==> src/rtl/adcpp_pkg.sv <==
/*
 * Shared constants and carrier types of the parallel read/convert port of a
 * 12-bit sampling converter.
 * Assumes a single 250 MHz clock and a synchronous active-high reset.
 */
package adcpp_pkg;

    // Widths of the result word and of the output lane bus.
    localparam int RES_W  = 12;
    localparam int LANE_W = 16;

    // Clock period and the least request hold time, in nanoseconds.
    localparam int CLK_PERIOD_NS = 4;
    localparam int REQ_HOLD_NS   = 40;
    // Least time rounds up to whole cycles.
    localparam int REQ_HOLD_CYC  = (REQ_HOLD_NS + CLK_PERIOD_NS - 1) / CLK_PERIOD_NS;

    // Default conversion length in internal clock cycles.
    localparam int CONV_CYC_DEF  = 2000;
    localparam int CNT_W         = 16;

    // Reset values.
    localparam logic [RES_W-1:0]  RES_RST  = 12'h000;
    localparam logic [LANE_W-1:0] LANE_RST = 16'h0000;
    localparam logic [3:0]        ZERO4    = 4'h0;

    // Converter states.
    typedef enum logic [0:0] {
        ADCPP_IDLE = 1'b0,
        ADCPP_CONV = 1'b1
    } adcpp_state_t;

    // Control pins as seen after synchronisation.
    typedef struct packed {
        logic cs_n;
        logic rc_n;
        logic byte_sel;
    } adcpp_ctl_t;

    // Driven lane bus with its enable (enable low while driving).
    typedef struct packed {
        logic [LANE_W-1:0] data;
        logic [LANE_W-1:0] oe_n;
    } adcpp_lanes_t;

endpackage : adcpp_pkg

==> src/rtl/adcpp_lane_mux.sv <==
/*
 * Lane mapper: places the 12-bit result on the 16 output lanes in word or
 * swapped-byte order with zero fill.
 * Assumes its inputs are already in the clock domain; purely combinational.
 */
`timescale 1ns/100ps
module adcpp_lane_mux (
    input  wire logic [adcpp_pkg::RES_W-1:0]  result,
    input  wire logic                         byte_sel,
    output logic      [adcpp_pkg::LANE_W-1:0] lanes
);

    // Lane 15 is the first upper pin; lanes 3..0 are the last lower pins.
    always_comb begin
        if (byte_sel) begin
            lanes = {result[3:0], adcpp_pkg::ZERO4, result[11:4]};
        end else begin
            lanes = {result[11:0], adcpp_pkg::ZERO4};
        end
    end

endmodule : adcpp_lane_mux

==> src/rtl/adcpp_port.sv <==
/*
 * Parallel read/convert host port of a 12-bit sampling converter: control
 * pin decoding, conversion timing, busy flag, result register and the
 * three-state output lanes.
 * Assumes pins arrive asynchronously and an analog core supplies a sample
 * word on sample_in that is stable while a conversion runs.
 */
// Notes on behaviour
// - Lanes float unless chip select is low and read/convert is high.
// - Byte select low puts result bits 11..4 on upper lanes, 3..0 on the next four.
// - Byte select low drives the last four lower lanes to zero.
// - Byte select high swaps bytes: bits 3..0 on upper lanes, 11..4 on lower.
// - Byte select high drives the last four upper lanes to zero.
// - With select low, read/convert falling holds the sample and starts a conversion.
// - With select low, read/convert rising enables the outputs.
// - The two controls are ORed, so select falling with read/convert low converts.
// - Select falling with read/convert high enables outputs without converting.
// - Busy is low from conversion start until the result is latched.
// - New data is on the lanes by the time busy rises.
// - If both controls are low as busy rises, a new conversion starts at once.
// - Requests arriving while busy is low are ignored.
// - Results are straight unsigned binary.
`timescale 1ns/100ps
module adcpp_port #(
    parameter int CONV_CYC = adcpp_pkg::CONV_CYC_DEF
) (
    input  wire logic                         clk,
    input  wire logic                         sys_rst,
    input  wire logic                         cs_n_pin,
    input  wire logic                         rc_n_pin,
    input  wire logic                         byte_sel_pin,
    input  wire logic [adcpp_pkg::RES_W-1:0]  sample_in,
    output logic                              busy_n_ff,
    output logic                              hold_ff,
    output logic      [adcpp_pkg::LANE_W-1:0] lane_out_ff,
    output logic      [adcpp_pkg::LANE_W-1:0] lane_oe_n_ff
);

    localparam logic [adcpp_pkg::CNT_W-1:0] CONV_LAST =
        adcpp_pkg::CNT_W'(CONV_CYC - 1);
    localparam logic [adcpp_pkg::CNT_W-1:0] CNT_ZERO = '0;
    localparam logic [2:0]                  SYNC_RST = 3'h7;

    // Two-stage synchronisers; the first stage feeds only the second.
    logic [2:0]              sync1_ff;
    logic [2:0]              sync2_ff;
    adcpp_pkg::adcpp_ctl_t   ctl;

    always_ff @(posedge clk) begin
        if (sys_rst) begin
            sync1_ff <= SYNC_RST;
            sync2_ff <= SYNC_RST;
        end else begin
            sync1_ff <= {cs_n_pin, rc_n_pin, byte_sel_pin};
            sync2_ff <= sync1_ff;
        end
    end

    assign ctl = adcpp_pkg::adcpp_ctl_t'(sync2_ff);

    // Conversion request is a level: both controls low. A level, not an
    // edge, is used so that a request still standing when busy rises
    // starts the next conversion, and either pin may fall first.
    logic req_lvl;
    assign req_lvl = ~(ctl.cs_n | ctl.rc_n);

    // Short glitches are not filtered; the host is trusted to hold the
    // request for the documented minimum, which spans several cycles.

    adcpp_pkg::adcpp_state_t        state_ff;
    adcpp_pkg::adcpp_state_t        nxt_state;
    logic [adcpp_pkg::CNT_W-1:0]    cnt_ff;
    logic [adcpp_pkg::RES_W-1:0]    held_ff;
    logic [adcpp_pkg::RES_W-1:0]    result_ff;
    logic                           done;

    assign done = (state_ff == adcpp_pkg::ADCPP_CONV) && (cnt_ff == CONV_LAST);

    // Next state: any request while converting is ignored.
    always_comb begin
        case (state_ff)
            adcpp_pkg::ADCPP_IDLE: begin
                nxt_state = req_lvl ? adcpp_pkg::ADCPP_CONV : adcpp_pkg::ADCPP_IDLE;
            end
            adcpp_pkg::ADCPP_CONV: begin
                nxt_state = done ? adcpp_pkg::ADCPP_IDLE : adcpp_pkg::ADCPP_CONV;
            end
            default: begin
                nxt_state = adcpp_pkg::ADCPP_IDLE;
            end
        endcase
    end

    always_ff @(posedge clk) begin
        if (sys_rst) begin
            state_ff <= adcpp_pkg::ADCPP_IDLE;
        end else begin
            state_ff <= nxt_state;
        end
    end

    // Conversion timer runs CONV_CYC cycles from the start.
    always_ff @(posedge clk) begin
        if (sys_rst) begin
            cnt_ff <= CNT_ZERO;
        end else if (state_ff == adcpp_pkg::ADCPP_CONV && !done) begin
            cnt_ff <= cnt_ff + 1'b1;
        end else begin
            cnt_ff <= CNT_ZERO;
        end
    end

    // Sample is held at start; the result register updates at the end.
    always_ff @(posedge clk) begin
        if (sys_rst) begin
            held_ff   <= adcpp_pkg::RES_RST;
            result_ff <= adcpp_pkg::RES_RST;
        end else begin
            if (state_ff == adcpp_pkg::ADCPP_IDLE && req_lvl) begin
                held_ff <= sample_in;
            end
            if (done) begin
                result_ff <= held_ff;
            end
        end
    end

    // Track/hold indicator for the analog core.
    always_ff @(posedge clk) begin
        if (sys_rst) begin
            hold_ff <= 1'b0;
        end else begin
            hold_ff <= (nxt_state == adcpp_pkg::ADCPP_CONV);
        end
    end

    // Busy falls with the start and rises the cycle the result is stored.
    always_ff @(posedge clk) begin
        if (sys_rst) begin
            busy_n_ff <= 1'b1;
        end else begin
            busy_n_ff <= (nxt_state != adcpp_pkg::ADCPP_CONV);
        end
    end

    // Lane data comes from the next result value so that it is on the
    // lanes in the same cycle that busy rises.
    logic [adcpp_pkg::RES_W-1:0]  nxt_result;
    logic [adcpp_pkg::LANE_W-1:0] nxt_lanes;

    assign nxt_result = done ? held_ff : result_ff;

    adcpp_lane_mux u_lane_mux (
        .result   (nxt_result),
        .byte_sel (ctl.byte_sel),
        .lanes    (nxt_lanes)
    );

    // Output enable is a level decode of the two controls, so rising
    // read/convert or falling select both open the lanes.
    always_ff @(posedge clk) begin
        if (sys_rst) begin
            lane_out_ff  <= adcpp_pkg::LANE_RST;
            lane_oe_n_ff <= ~adcpp_pkg::LANE_RST;
        end else begin
            lane_out_ff  <= nxt_lanes;
            lane_oe_n_ff <= {adcpp_pkg::LANE_W{ctl.cs_n | ~ctl.rc_n}};
        end
    end

endmodule : adcpp_port

==> config.mk <==
export PLATFORM = sky130hd
export DESIGN_NAME = adcpp_port
export DESIGN_NICKNAME = d
export VERILOG_FILES = /design/src/rtl/adcpp_pkg.sv /design/src/rtl/adcpp_lane_mux.sv /design/src/rtl/adcpp_port.sv
export SDC_FILE = /design/constraint.sdc
export NUM_CORES = 1
export LEC_CHECK = 0
export BUFFER_PORTS_ARGS = -buffer_cell sky130_fd_sc_hd__buf_2
export CAP_MARGIN = 10
export CORE_ASPECT_RATIO = 0.7
export CORE_MARGIN = 4
export CORE_UTILIZATION = 58
export CTS_CLUSTER_DIAMETER = 150
export DETAILED_ROUTE_END_ITERATION = 10
export PLACE_DENSITY_LB_ADDON = 0.05
export SKIP_LAST_GASP = 1
export SYNTH_ARGS = -nofsm -noshare
export SYNTH_HDL_FRONTEND = slang
export SYNTH_SLANG_ARGS = --single-unit
==> constraint.sdc <==
create_clock -name clk -period 3.79 [get_ports clk]
set_input_delay 1.137 -clock clk [delete_from_list [all_inputs] [get_ports clk]]
set_output_delay 1.137 -clock clk [all_outputs]
set_load 0.01 [all_outputs]
== Word-level counts from Yosys, hierarchy flattened ==
Cells that the tools add are included.
Operators by class
  add/subtract/negate cells: 1
  eq/ne operators: 1
  muxes and demuxes: 5
  bitwise gates (word level): 8
  reduce and logical (&&, ||, !) cells: 7
Operator list (number)
  adder 16 x 1 -> 16 bit, second input constant: 1
  equality test 16 x 11 -> 1 bit, second input constant: 1
  two-way mux 16 bit: 1
  two-way mux 12 bit: 1
  NOT 1 bit: 6
  OR reduction 2 bit: 3
  logical AND 1 bit: 3
  two-way mux 1 bit: 2
  OR 1 bit: 2
  case mux 1 bit (2 select lines): 1
  zero test 1 bit: 1
Word-level totals
  register bits: 65
  output and inout bits: 34

== Logic depth before layout (Yosys ltp) ==
Gate-level depths: netlist of run 1.
  word-level depth: 6
  depth in mapped cells: 7
  gate-level depth less buffers: 5

== Hierarchy ==
From an unflattened synthesis of run 1, not the netlist that was laid out.
Unflattened totals
  cell total of the unflattened synthesis: 293
  area total of the unflattened synthesis: 2660.1 µm²
By module, submodules not included
  adcpp_port: instances 1, cells each 275, area each 2486.1 µm²
  adcpp_lane_mux: instances 1, cells each 18, area each 173.9 µm²

== Worst setup path after synthesis of run 1 ==
OpenSTA, ideal clock, no wires.
  kind: input port to flip-flop
  start point: input sys_rst
  end point: register hold_ff
  setup time: 0.135 ns
  arrival time: 1.949 ns
  data required time: 3.655 ns
  path slack: 1.707 ns
  stages on the path: 3
  buffers on the path: 2
  cells stage by stage: clkbuf_1 -> clkbuf_1 -> o21ai_0
RTL lines
  start, declared: RTL line adcpp_port.sv:28  | input wire logic sys_rst,
  end signal, assigned: RTL line adcpp_port.sv:133  | hold_ff <= (nxt_state == adcpp_pkg::ADCPP_CONV);
  end, declared: RTL line adcpp_port.sv:34  | output logic hold_ff,
No word-level cell between the ends.

== Worst setup path after layout of run 1 ==
  start point: register cnt_ff[0] (netlist name)
  end point: register lane_out_ff[15] (netlist name)
On the way
  cells in the longest elaborated chain, start to end: 4
Ends and longest elaborated chain
  start, declared: RTL line adcpp_port.sv:72  | logic [adcpp_pkg::CNT_W-1:0] cnt_ff;
  start signal, assigned: RTL line adcpp_port.sv:107  | cnt_ff <= cnt_ff + 1'b1;
  equality test 16 x 11 -> 1 bit: RTL line adcpp_port.sv:77  | assign done = (state_ff == adcpp_pkg::ADCPP_CONV) && (cnt_ff == CONV_LAST);
  logical AND 1 bit: RTL line adcpp_port.sv:77
  two-way mux 12 bit
  two-way mux 16 bit: RTL line adcpp_lane_mux.sv:15  | if (byte_sel) begin
  end signal, assigned: RTL line adcpp_port.sv:163  | lane_out_ff <= adcpp_pkg::LANE_RST;
  end signal, assigned: RTL line adcpp_port.sv:166  | lane_out_ff <= nxt_lanes;
  end, declared: RTL line adcpp_port.sv:35  | output logic [adcpp_pkg::LANE_W-1:0] lane_out_ff,
Every way passes these cells.
A chain may end at the register's enable or synchronous reset.

==> results.py, run 1 <==
metrics = {
    "floorplan": {
        "fp.dieArea_um2": 5572,
        "ios": 51,
        "dieWidth_um": 87.52,
        "initial_core_util_pct": 62.79,
        "rows": 19,
        "fp.dieH_um": 63.67,
        "fp.coreArea_um2": 4089,
    },
    "finish": {
        "drive_gt1_share_pct": 29.35,
        "antenna_cells": 0,
        "areaGrowthSynthToFinish_pct": 12.52,
        "utilization_pct": 70.65,
        "final_cells": 345,
        "layout.nets": 306,
    },
    "synthesis": {
        "yosys.area.top_type_share_pct": 50.68,
        "yosysSeqAreaShare_pct": 50.68,
        "synth_fp_nets": 271,
        "synthesis.area_um2": 2567,
        "netlist_instances": 253,
        "synth_cell_types": 32,
        "ys_ff_latch": 65,
        "synth_edf_count": 0,
        "async_reset_ff_share_pct": 0,
        "syn_avg_cell_area_um2": 10.15,
        "ys_top_cells_by_area": "dfxtp_1 51%, mux4_2 6.1%, nor2_1 5.1%",
        "yosysTopAreaCell": "dfxtp_1",
        "synth_ff_type": "dfxtp_1",
        "ys_warn_count": 0,
    },
    "sta": {
        "rsz0062_at_grt": "no",
        "post-route-period-util_pct": 64.91,
        "slew_violations": 0,
        "fmax_mhz": 406.5,
        "tns_ps": 0,
        "min_period_ps": 2460,
        "tightest_slew_ps": 794.9,
        "maxSlewHeadroom_pct": 46.88,
        "hold_viol_final": 0,
        "skew_ps": 8.867,
        "setup_viol": 0,
    },
    "drt": {
        "wl_per_cell_um": 13.23,
        "drt-pass1-iter-count": 4,
        "vias": 1800,
        "drt_first_iter_violations": 107,
        "drc": 0,
        "via_per_inst": 5.217,
        "routed_wl_um": 4564,
        "drtAntennaViolNets": 0,
    },
    "critical_path": {
        "required_ps": 3990,
        "rr_endpoint": "lane_out_ff[15]$_SDFF_PP0_",
        "cp_max_fo": 20,
        "end_kind": "flop",
        "crit-reg2reg-launch": "cnt_ff[0]$_SDFF_PP0_",
        "ff2ff_setup_slack_ps": 1330,
        "cp.arrival_ps": 2660,
        "crit_path_cell_trace": "ha_1 > and4_1 > nand4_2 > mux4_1 > nor2b_1",
        "r2r_cells": 5,
        "start_kind": "flop",
        "worst_path_largest_cell_delay_ps": 720,
        "critPathSlowestCell": "mux4_1",
        "crit_type": "reg2reg",
    },
    "power": {
        "switching_share_pct": 22.55,
        "intPower_mw": 0.9340,
        "p_leak_nw": 1.180,
        "ir_drop_uv": 300.9,
        "powerDensity_nw_per_um2": 417.4,
        "p_comb_share_pct": 2.6,
        "pwr-share-clk_pct": 40.0,
        "p_seq_share_pct": 57.4,
        "p_switching_mw": 0.2719,
    },
    "worst_hold_path": {
        "min_from": "sync1_ff[0]$_SDFF_PP1_",
        "min_path_cells": 1,
        "hp-class": "reg2reg",
        "whs_endpoint": "ctl[0]$_SDFF_PP1_",
    },
    "placed_design": {
        "place_hpwl_um": 3096,
        "port_buffers": 50,
        "placed_cells_incl_taps": 329,
        "gp_congestion": 0.8538,
    },
    "clock_tree": {
        "ctsRootBufferMaster": "clkbuf_8",
        "ctsResizeCount": 0,
        "htreeDepth": 3,
        "post-cts-setup-buffers": 0,
        "cts_hold_buf": 0,
        "cts_tree": "built",
        "clk_latency_ps": 330,
        "clock-sinks": 65,
        "cts_made_buffers": 9,
        "cts.path.max_buffers": 2,
        "path_clk_slew_ps": 70,
    },
    "global_routing": {
        "antenna_found_initial": 0,
        "grt_use_total_pct": 17.96,
        "grt_pass1_vias": 1575,
        "grt_max_degree": 47,
        "grt_remaining_overflow": 0,
        "grt_first_pass_wirelength_um": 7624,
    },
    "run": {
        "cap_viol_max_count": 0,
    },
    "status": {
        "outcome": "finished clean",
    },
}
[stage by stage]
stage / instance area [um^2] / setup slack, ps / hold WS [ps] / power, mW
final: 2889 / 1330 / 409.1 / 1.206
after global routing: 2889 / 1103 / 426.4 / 1.258
after CTS: 2889 / 1305 / 410.2 / 1.218
after detailed placement: 2726 / 1314 / 394.1 / 0.7397
after global placement: 2726 / 1369 / 384.2 / 0.7391
after floorplan: 2567 / 1707 / 367.2 / 0.7292
[how the worst max path moves through the flow]
| stage | from | to | slack [ps] | cells past startpoint |
|---|---|---|---|---|
| CTS | cnt_ff[0]$_SDFF_PP0_ | lane_out_ff[15]$_SDFF_PP0_ | 1310 | 5 |
| floorplan | sys_rst | hold_ff$_SDFF_PP0_ | 1710 | 3 |
| detailed placement | cnt_ff[0]$_SDFF_PP0_ | lane_out_ff[15]$_SDFF_PP0_ | 1310 | 5 |
| global route | cnt_ff[0]$_SDFF_PP0_ | lane_out_ff[15]$_SDFF_PP0_ | 1100 | 5 |
| global placement | cnt_ff[0]$_SDFF_PP0_ | lane_out_ff[15]$_SDFF_PP0_ | 1370 | 5 |
| finish | cnt_ff[0]$_SDFF_PP0_ | lane_out_ff[15]$_SDFF_PP0_ | 1330 | 5 |
[registers in the layout, indices dropped and copies added, names as in the netlist]
name / count
busy_n_ff: 1
cnt_ff: 16
ctl: 3
held_ff: 12
hold_ff: 1
lane_oe_n_ff: 1
lane_out_ff: 16
result_ff: 12
sync1_ff: 3
[layout by cell type, fill, tap and decap left out, drive strengths merged]
cell      synthesis  final
nor3              8      8
o21a              1      1
clkinvlp          0      2
buf              18     52
clkbuf           10     10
or2               6      6
and4              2      2
mux4              8      8
nor4              4      4
nand2b            1      1
dfxtp            65     65
xnor2            10     10
and3              2      2
or3               1      1
o21ai             1      1
nor4b             1      1
nand3b            1      1
ha                1      1
nand4             6      6
mux2i            12     12
nor2b             8      8
inv               2      2
clkinv            0      4
nand2            27     27
a21oi            12     12
nand3             7      7
xor2              4      4
nor2             35     35
[synthesized netlist by cell type (3+ instances only)]
cell	count
dfxtp_1	65
nor2_1	35
nand2_1	27
buf_4	15
a21oi_1	12
mux2i_1	12
clkbuf_1	10
xnor2_1	10
nor3_1	8
mux4_2	7
nand3_1	7
or2_2	6
nand4_1	5
nor2b_1	5
xor2_1	4
nor2b_4	3
nor4_1	3
[cell type report]
cell class	instances	area, um^2
clock buffer	10	127.6
clock inverter	6	35.03
fill	316	1200
inverter	2	7.507
multi-input combinational	158	1087
sequential	65	1301
tap	52	65.06
timing repair buffer	52	265.3
[per-layer routing]
layer,GRT usage [%],up-vias,wire length [um]
met2,24.53,62,1876
met4,6.322,0,44
met5,0,-,0
li1,-,906,-
met3,7.552,7,345
met1,25.14,825,2296
[critical path, delay by kind of cell, from the launching register on]
kind / cells / cell delay [ps]
flip-flops: 1 / 370
adder cells (fa/ha/maj): 1 / 240
multiplexers: 1 / 720
AND/OR/NAND/NOR: 3 / 990
[power by group through the flow]
stage,Clock [mW],Sequential [mW],Combinational [mW]
2_1_floorplan,0,0.706,0.0232
3_3_place_gp,0,0.708,0.0315
3_5_place_dp,0,0.708,0.0319
4_1_cts,0.493,0.692,0.0320
5_1_grt,0.530,0.693,0.0350
6_report,0.482,0.692,0.0317
[cells by family (layout without fill, tap and decap cells)]
group	after synthesis	after routing	share of synthesized area [%]
and+or+nand+nor	109	109	22.42
adders and majority gates	1	1	0.4873
xor gates and xnor gates	14	14	4.776
DFF	65	65	50.68
muxes	20	20	11.84
AOI/OAI and AO/OA	14	14	2.827
buffers and inverters	30	70	6.969
Note: power is estimated with default switching activity, not from simulation.
==> run 2, diff against run 1 <==
- CORE_UTILIZATION: 58 -> 54
- clock period: 3.79 -> 2.3 ns (I/O delays scaled with it)
==> results.py, run 2 (synthesis results as in run 1) <==
metrics = {
    "critical_path": {
        "cp.arrival_ps": 2250,
        "crit_type": "reg2reg",
        "cp-startpoint": "cnt_ff[0]$_SDFF_PP0_",
        "cp_max_fo": 10,
        "required_ps": 2510,
        "crit_end": "lane_out_ff[7]$_SDFF_PP0_",
        "r2r_cells": 6,
        "ff2ff_setup_slack_ps": 260,
        "end_kind": "flop",
        "crit-reg2reg-launch": "cnt_ff[0]$_SDFF_PP0_",
        "start_kind": "flop",
        "rr_endpoint": "lane_out_ff[7]$_SDFF_PP0_",
    },
    "finish": {
        "antenna_cells": 0,
        "final_cell_mix": "65 x dfxtp_1, 50 x buf_2, 35 x nor2_1, 27 x nand2_1",
        "register_area_um2": 1301,
        "layout_commonest_cell": "dfxtp_1",
        "utilization_pct": 66.10,
        "fill_cells": 376,
        "top_regs": "cnt_ff x16, lane_out_ff x16",
        "multi_input_area_um2": 1087,
        "final_cell_area_um2": 2944,
        "layout.nets": 310,
        "final_cells": 350,
        "areaGrowthSynthToFinish_pct": 14.67,
        "drive_gt1_share_pct": 29.83,
    },
    "sta": {
        "post-route-period-util_pct": 88.48,
        "min_period_ps": 2035,
        "holdWs_ps": 390.0,
        "fin_ws_ps": 265.0,
        "slew_violations": 0,
        "hold_viol_final": 0,
        "rsz0062_at_grt": "no",
        "tightest_slew_ps": 535.9,
        "maxSlewHeadroom_pct": 64.27,
        "skew_ps": 2.158,
        "setup_viol": 0,
        "tns_ps": 0,
        "fmax_mhz": 491.4,
    },
    "clock_tree": {
        "path_clk_slew_ps": 60,
        "htreeDepth": 3,
        "ctsResizeCount": 0,
        "clock-sinks": 65,
        "post-cts-setup-buffers": 0,
        "cts_hold_buf": 0,
        "ctsRootBufferMaster": "clkbuf_8",
        "cts.path.max_buffers": 2,
        "cts_tree": "built",
        "cts_made_buffers": 9,
        "clk_latency_ps": 340,
    },
    "power": {
        "p_seq_share_pct": 54.1,
        "switching_share_pct": 20.62,
        "power_mw": 2.108,
        "p_switching_mw": 0.4346,
        "ir_drop_uv": 487.8,
        "intPower_mw": 1.674,
        "pwr-share-clk_pct": 43.4,
        "p_leak_nw": 1.206,
        "p_comb_share_pct": 2.6,
        "powerDensity_nw_per_um2": 716.1,
    },
    "floorplan": {
        "fp.dieH_um": 65.69,
        "fp.dieArea_um2": 5939,
        "dieWidth_um": 90.42,
        "fp.coreArea_um2": 4454,
        "rows": 20,
        "ios": 51,
        "initial_core_util_pct": 57.64,
    },
    "global_routing": {
        "grt_pass1_vias": 1628,
        "grt_use_total_pct": 17.08,
        "grt_max_degree": 47,
        "grt_remaining_overflow": 0,
        "grt_first_pass_wirelength_um": 7617,
        "antenna_found_initial": 0,
    },
    "placed_design": {
        "gp_congestion": 0.8244,
        "placed_cells_incl_taps": 336,
        "place_ws_ps": 279.8,
        "port_buffers": 50,
        "placed_area_um2": 2760,
        "place_hpwl_um": 3048,
    },
    "status": {
        "outcome": "finished clean",
    },
    "drt": {
        "drc": 0,
        "vias": 1786,
        "via_per_inst": 5.103,
        "routed_wl_um": 4465,
        "drt-pass1-iter-count": 4,
        "drt_first_iter_violations": 71,
        "drtAntennaViolNets": 0,
        "wl_per_cell_um": 12.76,
    },
    "worst_hold_path": {
        "hp-class": "reg2reg",
    },
    "run": {
        "cap_viol_max_count": 0,
    },
}
==> run 2: cell count changes in the layout (fill, tap and decap cells not counted), sizes merged <==
cell,change
buf,+4
bufinv,+1
clkbuf,+1
clkinv,-3
clkinvlp,-1
==> run 2: worst min path at each step <==
stage                            startpoint                         end  slack [ps]  cells after the start
after floorplan           ctl[1]$_SDFF_PP1_  lane_oe_n_ff[0]$_SDFF_PP1_         370                      1
after global placement    ctl[1]$_SDFF_PP1_  lane_oe_n_ff[0]$_SDFF_PP1_         380                      1
after detailed placement  ctl[1]$_SDFF_PP1_  lane_oe_n_ff[0]$_SDFF_PP1_         380                      1
after CTS                 ctl[1]$_SDFF_PP1_  lane_oe_n_ff[0]$_SDFF_PP1_         390                      1
after global routing      ctl[1]$_SDFF_PP1_  lane_oe_n_ff[0]$_SDFF_PP1_         420                      1
final                     ctl[1]$_SDFF_PP1_  lane_oe_n_ff[0]$_SDFF_PP1_         390                      1
==> run 2: metal layers <==
metal | vias up | share of wire [%] | global-route usage [%]
met4 | 0 | 1.6 | 6.870
met1 | 801 | 50 | 22.61
met3 | 10 | 9.7 | 9.497
met5 | - | 0 | 0
met2 | 62 | 38 | 22.79
li1 | 913 | - | -
==> run 2: final cells by class <==
cell class	instances	share of cell area (%)
sequential	65	44.20
clock inverter	3	1.445
tap	55	2.337
multi-input combinational	158	36.93
timing repair buffer	56	10.03
inverter	2	0.2550
clock buffer	11	4.802
==> run 2: power by group through the flow <==
stage / Sequential, mW / Combinational, mW / Clock [mW]
floorplan: 1.16 / 0.0382 / 0
global placement: 1.16 / 0.0548 / 0
detailed placement: 1.16 / 0.0549 / 0
CTS: 1.14 / 0.0552 / 0.939
global route: 1.14 / 0.0599 / 0.998
finish: 1.14 / 0.0545 / 0.914
==> run 2: critical path: stages (launching register included) <==
cell     delay, ps
dfxtp_1        370
ha_1           230
and4_1         220
nand4_2        350
buf_4          320
mux4_2         270
nor2b_1        140
